<file path="config.mk">
export PLATFORM = sky130hd
export DESIGN_NAME = fwsr_ctrl
export DESIGN_NICKNAME = d
export VERILOG_FILES = /design/src/rtl/fwsr_pkg.sv /design/src/rtl/fwsr_bus_cycle.sv /design/src/rtl/fwsr_ctrl.sv
export SDC_FILE = /design/constraint.sdc
export NUM_CORES = 1
export LEC_CHECK = 0
export ABC_AREA = 1
export BUFFER_PORTS_ARGS = -buffer_cell sky130_fd_sc_hd__buf_2
export CORE_ASPECT_RATIO = 1.25
export CORE_MARGIN = 8
export CORE_UTILIZATION = 57
export DETAILED_ROUTE_END_ITERATION = 10
export GPL_TIMING_DRIVEN = 0
export PLACE_DENSITY_LB_ADDON = 0.1
export SYNTH_ARGS = -nofsm -noshare
export SYNTH_HDL_FRONTEND = slang
export SYNTH_SLANG_ARGS = --single-unit
</file>
<file path="constraint.sdc">
create_clock -name clk -period 3.85 [get_ports clk]
set_input_delay 0.9625 -clock clk [delete_from_list [all_inputs] [get_ports clk]]
set_output_delay 0.9625 -clock clk [all_outputs]
set_load 0.01 [all_outputs]
</file>
<file path="src/rtl/fwsr_pkg.sv">
// package with constants and types for the flash status polling controller
package fwsr_pkg;
  // ===========================================================================
  // register map of the controller's own APB registers
  localparam logic [7:0] ADDR_CTRL    = 8'h00;
  localparam logic [7:0] ADDR_ADDR    = 8'h04;
  localparam logic [7:0] ADDR_DATA    = 8'h08;
  localparam logic [7:0] ADDR_STATUS  = 8'h0C;
  localparam logic [7:0] ADDR_RDDATA  = 8'h10;
  // control register fields
  localparam int CTRL_GO       = 0;
  localparam int CTRL_MODE_LO  = 1;
  localparam int CTRL_MODE_HI  = 2;
  localparam int CTRL_USE_TGL  = 3;
  // status register fields
  localparam int ST_BUSY       = 0;
  localparam int ST_DONE       = 1;
  localparam int ST_FAIL       = 2;
  localparam int ST_RB         = 3;
  // ===========================================================================
  // flash bus widths and bit positions
  localparam int FA_W          = 21;
  localparam int FD_W          = 8;
  localparam int BIT_POLL      = 7;
  localparam int BIT_TGL1      = 6;
  localparam int BIT_FAIL      = 5;
  localparam int BIT_TGL2      = 2;
  localparam logic [7:0] CMD_RESET = 8'hF0;
  // ===========================================================================
  // timing: bus cycle phase length in clk cycles (70 ns access at 40 ns clock)
  localparam int CLK_NS        = 40;
  localparam int ACCESS_NS     = 70;
  localparam int ACCESS_CYC    = (ACCESS_NS + CLK_NS - 1) / CLK_NS;
  localparam int SYNC_CYC      = 2;
  localparam int CNT_W         = 4;
  // ===========================================================================
  // operation modes
  typedef enum logic [1:0] {
    FWSR_OP_WRITE,
    FWSR_OP_READ,
    FWSR_OP_POLL_PROG,
    FWSR_OP_POLL_ERASE
  } fwsr_op_t;
  // bus cycle engine commands
  typedef enum logic [1:0] {
    FWSR_BC_NONE,
    FWSR_BC_RD,
    FWSR_BC_WR
  } fwsr_bc_t;
endpackage

</file>
<file path="src/rtl/fwsr_bus_cycle.sv">
// one asynchronous read or write cycle on the flash parallel pins
`timescale 1ns/1ns
module fwsr_bus_cycle (
  input  wire logic                      clk,
  input  wire logic                      arst_n,
  input  wire fwsr_pkg::fwsr_bc_t        cmd,
  input  wire logic [fwsr_pkg::FA_W-1:0] addr,
  input  wire logic [fwsr_pkg::FD_W-1:0] wdata,
  output logic                           done,
  output logic [fwsr_pkg::FD_W-1:0]      rdata,
  output logic [fwsr_pkg::FA_W-1:0]      flash_addr,
  output logic [fwsr_pkg::FD_W-1:0]      flash_dq_out,
  output logic                           flash_dq_oe,
  input  wire logic [fwsr_pkg::FD_W-1:0] flash_dq_in,
  output logic                           chip_select_n,
  output logic                           output_strobe_n,
  output logic                           write_strobe_n
);
  typedef enum logic [1:0] {FWSR_BC_IDLE, FWSR_BC_ACT, FWSR_BC_GAP} fwsr_bcst_t;
  typedef struct packed {
    fwsr_bcst_t                 st;
    logic [fwsr_pkg::CNT_W-1:0] cnt;
    logic                       is_wr;
    logic                       done;
    logic [fwsr_pkg::FD_W-1:0]  rdata;
    logic [fwsr_pkg::FA_W-1:0]  addr;
    logic [fwsr_pkg::FD_W-1:0]  wdata;
    logic                       cs_n;
    logic                       oe_n;
    logic                       we_n;
    logic [fwsr_pkg::FD_W-1:0]  s1;
    logic [fwsr_pkg::FD_W-1:0]  s2;
  } fwsr_bc_state_t;
  fwsr_bc_state_t r;
  fwsr_bc_state_t next_r;

  // ===========================================================================
  // strobe sequencing; each read strobe is a fresh read cycle for the toggle bits
  always_comb begin
    next_r = r;
    next_r.done = 1'b0;
    next_r.s1 = flash_dq_in;
    next_r.s2 = r.s1;
    unique case (r.st)
      FWSR_BC_IDLE: begin
        if (cmd != fwsr_pkg::FWSR_BC_NONE) begin
          next_r.st = FWSR_BC_ACT;
          next_r.is_wr = (cmd == fwsr_pkg::FWSR_BC_WR);
          next_r.addr = addr;
          next_r.wdata = wdata;
          next_r.cs_n = 1'b0;
          next_r.oe_n = (cmd == fwsr_pkg::FWSR_BC_WR);
          next_r.we_n = (cmd != fwsr_pkg::FWSR_BC_WR);
          next_r.cnt = '0;
        end
      end
      FWSR_BC_ACT: begin
        // two extra cycles cover the input synchroniser
        if (r.cnt == fwsr_pkg::CNT_W'(fwsr_pkg::ACCESS_CYC + fwsr_pkg::SYNC_CYC)) begin
          next_r.st = FWSR_BC_GAP;
          next_r.cs_n = 1'b1;
          next_r.oe_n = 1'b1;
          next_r.we_n = 1'b1; // write data latched at this rising edge
          next_r.rdata = r.s2;
          next_r.cnt = '0;
        end else begin
          next_r.cnt = r.cnt + 1'b1;
        end
      end
      FWSR_BC_GAP: begin
        if (r.cnt == fwsr_pkg::CNT_W'(fwsr_pkg::ACCESS_CYC)) begin
          next_r.st = FWSR_BC_IDLE;
          next_r.done = 1'b1;
        end else begin
          next_r.cnt = r.cnt + 1'b1;
        end
      end
      default: next_r.st = FWSR_BC_IDLE;
    endcase
  end

  // state register
  always_ff @(posedge clk or negedge arst_n) begin
    if (!arst_n) begin
      r <= '{st: FWSR_BC_IDLE, cs_n: 1'b1, oe_n: 1'b1, we_n: 1'b1, default: '0};
    end else begin
      r <= next_r;
    end
  end

  assign done            = r.done;
  assign rdata           = r.rdata;
  assign flash_addr      = r.addr;
  assign flash_dq_out    = r.wdata;
  assign flash_dq_oe     = r.is_wr && (r.st != FWSR_BC_IDLE);
  assign chip_select_n   = r.cs_n;
  assign output_strobe_n = r.oe_n;
  assign write_strobe_n  = r.we_n;
endmodule

</file>
<file path="src/rtl/fwsr_ctrl.sv">
// apb controlled host that programs, erases and polls write status of a parallel flash
`timescale 1ns/1ns
module fwsr_ctrl (
  input  wire logic                      clk,
  input  wire logic                      arst_n,
  input  wire logic                      psel,
  input  wire logic                      penable,
  input  wire logic                      pwrite,
  input  wire logic [7:0]                paddr,
  input  wire logic [31:0]               pwdata,
  output logic [31:0]                    prdata,
  output logic                           pready,
  output logic                           pslverr,
  output logic [fwsr_pkg::FA_W-1:0]      flash_addr,
  output logic [fwsr_pkg::FD_W-1:0]      flash_dq_out,
  output logic                           flash_dq_oe,
  input  wire logic [fwsr_pkg::FD_W-1:0] flash_dq_in,
  output logic                           chip_select_n,
  output logic                           output_strobe_n,
  output logic                           write_strobe_n,
  input  wire logic                      ready_busy_n_pin
);
  typedef enum logic [2:0] {
    FWSR_IDLE, FWSR_ISSUE, FWSR_WAIT, FWSR_EVAL, FWSR_ABORT, FWSR_RESET, FWSR_FINISH
  } fwsr_st_t;
  typedef struct packed {
    fwsr_st_t                   st;
    fwsr_pkg::fwsr_op_t         op;
    logic                       use_tgl;
    logic [fwsr_pkg::FA_W-1:0]  addr;
    logic [fwsr_pkg::FD_W-1:0]  data;
    logic [fwsr_pkg::FD_W-1:0]  rddata;
    logic [fwsr_pkg::FD_W-1:0]  prev;
    logic                       have_prev;
    logic                       true_seen;
    logic                       fail_seen;
    logic                       busy;
    logic                       done;
    logic                       fail;
    logic                       rb1;
    logic                       rb2;
    logic [31:0]                prdata;
  } fwsr_state_t;
  fwsr_state_t r;
  fwsr_state_t next_r;

  fwsr_pkg::fwsr_bc_t        bc_cmd;
  logic                      bc_done;
  logic [fwsr_pkg::FD_W-1:0] bc_rdata;
  logic                      apb_wr;
  logic                      apb_rd;
  logic                      mapped;
  logic [fwsr_pkg::FD_W-1:0] exp;
  logic                      poll_true;
  logic                      tgl_same;

  // ===========================================================================
  // pin level bus cycles
  fwsr_bus_cycle u_bus (
    .clk             (clk),
    .arst_n          (arst_n),
    .cmd             (bc_cmd),
    .addr            (r.addr),
    .wdata           ((r.st == FWSR_ABORT) ? fwsr_pkg::CMD_RESET : r.data),
    .done            (bc_done),
    .rdata           (bc_rdata),
    .flash_addr      (flash_addr),
    .flash_dq_out    (flash_dq_out),
    .flash_dq_oe     (flash_dq_oe),
    .flash_dq_in     (flash_dq_in),
    .chip_select_n   (chip_select_n),
    .output_strobe_n (output_strobe_n),
    .write_strobe_n  (write_strobe_n)
  );

  // ===========================================================================
  // apb decode; slave answers with zero wait states
  assign apb_wr  = psel && penable && pwrite;
  assign apb_rd  = psel && !penable && !pwrite;
  assign mapped  = (paddr == fwsr_pkg::ADDR_CTRL) || (paddr == fwsr_pkg::ADDR_ADDR) ||
                   (paddr == fwsr_pkg::ADDR_DATA) || (paddr == fwsr_pkg::ADDR_STATUS) ||
                   (paddr == fwsr_pkg::ADDR_RDDATA);
  assign pready  = 1'b1;
  assign pslverr = psel && penable && !mapped;
  assign prdata  = r.prdata;

  // poll evaluation helpers
  assign exp       = (r.op == fwsr_pkg::FWSR_OP_POLL_ERASE) ? {fwsr_pkg::FD_W{1'b1}} : r.data;
  assign poll_true = (bc_rdata[fwsr_pkg::BIT_POLL] == exp[fwsr_pkg::BIT_POLL]);
  assign tgl_same  = (bc_rdata[fwsr_pkg::BIT_TGL1] == r.prev[fwsr_pkg::BIT_TGL1]);

  // bus cycle request for one cycle only, so a finished cycle is never restarted
  always_comb begin
    bc_cmd = fwsr_pkg::FWSR_BC_NONE;
    if (r.st == FWSR_ISSUE) begin
      bc_cmd = (r.op == fwsr_pkg::FWSR_OP_WRITE) ? fwsr_pkg::FWSR_BC_WR : fwsr_pkg::FWSR_BC_RD;
    end else if (r.st == FWSR_ABORT) begin
      bc_cmd = fwsr_pkg::FWSR_BC_WR;
    end
  end

  // ===========================================================================
  // sequencer and register file
  always_comb begin
    next_r = r;
    next_r.rb1 = ready_busy_n_pin;
    next_r.rb2 = r.rb1;
    next_r.prdata = '0;
    if (apb_rd) begin
      unique case (paddr)
        fwsr_pkg::ADDR_CTRL:   next_r.prdata = {28'h0, r.use_tgl, r.op, 1'b0};
        fwsr_pkg::ADDR_ADDR:   next_r.prdata = {11'h0, r.addr};
        fwsr_pkg::ADDR_DATA:   next_r.prdata = {24'h0, r.data};
        fwsr_pkg::ADDR_STATUS: next_r.prdata = {28'h0, r.rb2, r.fail, r.done, r.busy};
        fwsr_pkg::ADDR_RDDATA: next_r.prdata = {24'h0, r.rddata};
        default:               next_r.prdata = '0;
      endcase
    end
    if (apb_wr && !r.busy) begin
      unique case (paddr)
        fwsr_pkg::ADDR_ADDR: next_r.addr = pwdata[fwsr_pkg::FA_W-1:0];
        fwsr_pkg::ADDR_DATA: next_r.data = pwdata[fwsr_pkg::FD_W-1:0];
        fwsr_pkg::ADDR_CTRL: begin
          next_r.op      = fwsr_pkg::fwsr_op_t'(pwdata[fwsr_pkg::CTRL_MODE_HI:fwsr_pkg::CTRL_MODE_LO]);
          next_r.use_tgl = pwdata[fwsr_pkg::CTRL_USE_TGL];
          if (pwdata[fwsr_pkg::CTRL_GO]) begin
            // a new start always begins polling from its first step
            next_r.st        = FWSR_ISSUE;
            next_r.busy      = 1'b1;
            next_r.done      = 1'b0;
            next_r.fail      = 1'b0;
            next_r.have_prev = 1'b0;
            next_r.true_seen = 1'b0;
            next_r.fail_seen = 1'b0;
          end
        end
        default: ;
      endcase
    end
    unique case (r.st)
      FWSR_IDLE:   ;
      FWSR_ISSUE:  next_r.st = FWSR_WAIT;
      FWSR_WAIT: begin
        if (bc_done) begin
          next_r.st = (r.op == fwsr_pkg::FWSR_OP_WRITE) ? FWSR_FINISH : FWSR_EVAL;
        end
      end
      FWSR_EVAL: begin
        next_r.rddata    = bc_rdata;
        next_r.prev      = bc_rdata;
        next_r.have_prev = 1'b1;
        next_r.st        = FWSR_ISSUE;
        if (r.op == fwsr_pkg::FWSR_OP_READ) begin
          next_r.st = FWSR_FINISH;
        end else if (r.true_seen) begin
          next_r.st = FWSR_FINISH;
        end else if (!r.use_tgl) begin
          // poll bit at the target address; the same address serves
          if (poll_true) begin
            next_r.true_seen = 1'b1;
          end else if (r.fail_seen) begin
            next_r.fail = 1'b1;
            next_r.st   = FWSR_ABORT;
          end else if (bc_rdata[fwsr_pkg::BIT_FAIL]) begin
            next_r.fail_seen = 1'b1;
          end
        end else if (r.have_prev) begin
          if (tgl_same) begin
            next_r.true_seen = 1'b1;
          end else if (r.fail_seen) begin
            next_r.fail = 1'b1;
            next_r.st   = FWSR_ABORT;
          end else if (bc_rdata[fwsr_pkg::BIT_FAIL]) begin
            next_r.fail_seen = 1'b1;
          end
        end
      end
      FWSR_ABORT:  next_r.st = FWSR_RESET;
      FWSR_RESET: begin
        if (bc_done) begin
          next_r.st = FWSR_FINISH;
        end
      end
      FWSR_FINISH: begin
        next_r.st   = FWSR_IDLE;
        next_r.busy = 1'b0;
        next_r.done = 1'b1;
      end
      default: next_r.st = FWSR_IDLE;
    endcase
  end

  // state register
  always_ff @(posedge clk or negedge arst_n) begin
    if (!arst_n) begin
      r <= '{st: FWSR_IDLE, op: fwsr_pkg::FWSR_OP_WRITE, rb1: 1'b1, rb2: 1'b1, default: '0};
    end else begin
      r <= next_r;
    end
  end
endmodule

</file>
==> reports/metrics.json <==
{
  "synth": {
    "post_synthesis_cell_count": 659,
    "synth_top_family_by_area": "simple AND/OR/NAND/NOR gates",
    "synthXorXnorAreaFrac_pct": 0.1431,
    "synthArstFlopShare_pct": 100.0,
    "synth.area.mux_share_pct": 1.104,
    "synth_cell_types": 39,
    "synthesis.yosys.warnings": 0,
    "synth_edf_count": 0,
    "synthSimpleGateAreaFrac_pct": 20.92,
    "synth-compound-area-share_pct": 7.340,
    "synthesis.area_sq_mm": 0.006120,
    "synth-main-ff-cell": "sky130_fd_sc_hd__dfrtp_1",
    "synthAdderAreaFrac_pct": 1.227,
    "seq_total_area_yosys_pct": 55.71,
    "syn-mean-instance-area_sq_um": 9.286,
    "synth-seq-cells": 136
  },
  "die": {
    "effective_utilization_at_floorplan_pct": 58.23,
    "die-area_sq_mm": 0.01433,
    "core.rowCount": 42,
    "io_pins": 121,
    "area_of_the_core_sq_mm": 0.01051,
    "die_x_microns": 108.7,
    "die_h_microns": 131.8
  },
  "global_routing": {
    "globalRoute.totalOverflow": 0,
    "first_pass_grt_wire_length_mm": 22.66,
    "pin_count_of_the_biggest_net_entering_global_routing": 97,
    "grt_pass1_vias": 4716,
    "grt.total_usage_pct": 20.07,
    "initial_antenna_violation_count": 0
  },
  "timing": {
    "fmax_mhz": 319.5,
    "slew_headroom_pct": 50.25,
    "rsz0062_at_grt": "no",
    "setup_viol": 0,
    "final.min_clock_period_ns": 3.130,
    "min_period_over_period_pct": 81.30,
    "finalHoldViolCount": 0,
    "final.setup_skew_ns": 0.006431,
    "worst_pin_slew_ns": 0.7462,
    "final_max_slew_viol_count": 0,
    "setup-tns-final_ns": 0
  },
  "clock_network": {
    "cts-root-to-sink-buffers": 2,
    "clkSinkCount": 136,
    "worstSkewPairLatency_ns": 0.41,
    "clock_tree_from_tritoncts": "done",
    "cts.root.buffer_cell": "sky130_fd_sc_hd__clkbuf_16",
    "htree_num_levels": 4,
    "postCtsSetupBuffers": 0,
    "post_cts_resize_count": 0,
    "clk_pin_slew_ns": 0.05,
    "hold_buffers": 0,
    "cts_buffers": 17
  },
  "drt": {
    "total_wirelength_of_the_detailed_routed_design_mm": 13.79,
    "dr.first_iter.drc_count": 236,
    "detail_route.wl_per_cell_microns": 14.82,
    "drc_errors": 0,
    "routed_via_density": 4.998,
    "vias": 4653,
    "detailedRoute.firstPassIterationCount": 5,
    "final_antenna_net_count": 0
  },
  "final_layout": {
    "filler_cell_count": 828,
    "antenna-diode-count": 0,
    "nets": 846,
    "sequential_cell_area_sq_mm": 0.003410,
    "drive_above_1_share_pct": 29.66,
    "layout-area-overhead-vs-synth_pct": 21.71,
    "area_of_combinational_cells_with_multiple_inputs_sq_mm": 0.001926,
    "post-route-util_pct": 70.87
  },
  "power": {
    "power_per_cell_area_mw_per_mm2": 430.0,
    "power.static_leakage_uw": 0.003978,
    "power.ir.vdd_worst_v": 0.0003822
  },
  "setup_path": {
    "critical_path.max_fanout": 9,
    "critical_path.slowest_cell": "sky130_fd_sc_hd__nor3_4",
    "worst_ep_arrival_time_ns": 2.17,
    "required_time_worst_endpoint_ns": 2.89,
    "critPathLaunchType": "primary input",
    "slowest_delay_ns": 0.36,
    "critical_path_sink_type": "output port",
    "timing_worst_setup_path_type": "in -> out",
    "cp_cell_sequence": "buf_2, nor2_4, nand2_1, nor3_4, nor2_4, and3_1, buf_2"
  },
  "placement": {
    "finalWeightedCongestion": 0.8846,
    "dpl.hpwl_mm": 10.10,
    "portBuffers": 97
  },
  "run": {
    "maxCapViolCount": 0
  },
  "outcome": {
    "outcome": "complete, no violations"
  },
  "worst_hold_path": {
    "worstHoldPathType": "reg -> reg"
  }
}
## path summary, 6_finish.rpt
kind                                         end            start  cells after the start  slack, ns
hold reg to reg                       u_bus.r[7]  u_bus.next_r[7]                      0       0.35
setup / recovery                         pslverr         paddr[1]                      7       0.72
max in group asynchronous  u_bus.output_strobe_n           arst_n                      2       2.58
setup reg to reg                  u_bus.rdata[2]      u_bus.r[63]                      5       2.10
hold / removal                        u_bus.r[7]  u_bus.next_r[7]                      0       0.35
min in group asynchronous    u_bus.flash_addr[8]           arst_n                      1       0.45
## power by group
part,switching [uW],total [uW],internal [uW]
logic,68.6,104,35.5
clock network,596,1650,1050
registers,6.73,1450,1450
total,672,3200,2530
## Yosys cell counts (4+ instances only)
cell type / number / area share, %
sky130_fd_sc_hd__a21oi_1: 17 / 1.4
sky130_fd_sc_hd__buf_2: 5 / 0.41
sky130_fd_sc_hd__buf_4: 66 / 8.1
sky130_fd_sc_hd__clkbuf_1: 7 / 0.43
sky130_fd_sc_hd__dfrtp_1: 131 / 54
sky130_fd_sc_hd__dfstp_2: 5 / 2.1
sky130_fd_sc_hd__ha_1: 6 / 1.2
sky130_fd_sc_hd__inv_1: 66 / 4.0
sky130_fd_sc_hd__mux2_2: 6 / 1.1
sky130_fd_sc_hd__nand2_1: 153 / 9.4
sky130_fd_sc_hd__nand3_1: 45 / 3.7
sky130_fd_sc_hd__nand4_1: 5 / 0.51
sky130_fd_sc_hd__nor2_1: 42 / 2.6
sky130_fd_sc_hd__nor2_4: 5 / 0.92
sky130_fd_sc_hd__nor4_2: 9 / 1.8
sky130_fd_sc_hd__o211ai_1: 4 / 0.49
sky130_fd_sc_hd__o21ai_0: 60 / 4.9
## cells in the final DEF, fill, tap and decap left out, drive strengths merged, types with 2 or more instances in the layout
| cell | n |
|---|---|
| inv | 68 |
| bufinv | 3 |
| o21ai | 61 |
| nor2 | 49 |
| dfstp | 5 |
| nand2 | 154 |
| nor4 | 13 |
| a21oi | 17 |
| clkinvlp | 3 |
| mux2 | 6 |
| nor3 | 2 |
| nand3 | 46 |
| ha | 6 |
| conb | 12 |
| clkinv | 6 |
| dfrtp | 131 |
| buf | 171 |
| nand4 | 6 |
| o211ai | 4 |
| clkbuf | 28 |
## layout make-up
| class | instances | area share (%) |
|---|---|---|
| sequential | 136 | 45.78 |
| multi-input combinational | 384 | 25.85 |
| buffer | 81 | 7.610 |
| timing repair buffer | 98 | 6.971 |
| clock buffer | 20 | 6.131 |
| inverter | 68 | 3.427 |
| tap | 132 | 2.217 |
| clock inverter | 12 | 2.016 |
## kinds of logic after synthesis
logic type | after synthesis
multiplexers | 6
buffers and inverters | 149
XOR/XNOR | 1
flip-flops | 136
adder cells (fa/ha/maj) | 6
AO/OA/AOI/OAI | 86
other | 2
AND/OR/NAND/NOR | 273
## routing by layer
layer  part of all wire, %  up-vias  track usage, %  routed length [microns]
met5                     0        -               0                        0
met4                   2.3        0           8.314                      312
met3                   6.1       26           4.941                      836
met2                    54      129           35.38                     7415
met1                    38     2222           22.16                     5228
li1                      -     2276               -                        -
## stage by stage
stage | power, uW | std cells | hold slack [ns] | worst slack [ns] | cell area (sq um)
floorplan | 1516 | 669 | 0.3312 | 1.143 | 6157
detailed placement | 1583 | 899 | 0.3389 | 0.7420 | 6842
global placement | 1576 | 898 | 0.3340 | 0.05151 | 6808
finish | 3203 | 931 | 0.3480 | 0.7199 | 7448
CTS | 3228 | 931 | 0.3514 | 0.7269 | 7448
global route | 3306 | 931 | 0.3539 | 0.6228 | 7448
## state kept, by name (all words and copies together), names as in the netlist
| register | count |
|---|---|
| r | 50 |
| u_bus.next_r | 8 |
| u_bus.done | 1 |
| u_bus.flash_dq_out | 8 |
| u_bus.r | 15 |
| u_bus.flash_addr | 21 |
| u_bus.write_strobe_n | 1 |
| next_r | 1 |
| u_bus.chip_select_n | 1 |
| u_bus.output_strobe_n | 1 |
| u_bus.rdata | 8 |
| prdata | 21 |
## critical path: cells and delay by family
family	cells	cell delay, ns
simple gates	5	0.96
buf+inv	2	0.24
Power figures use the tool's default switching activity.
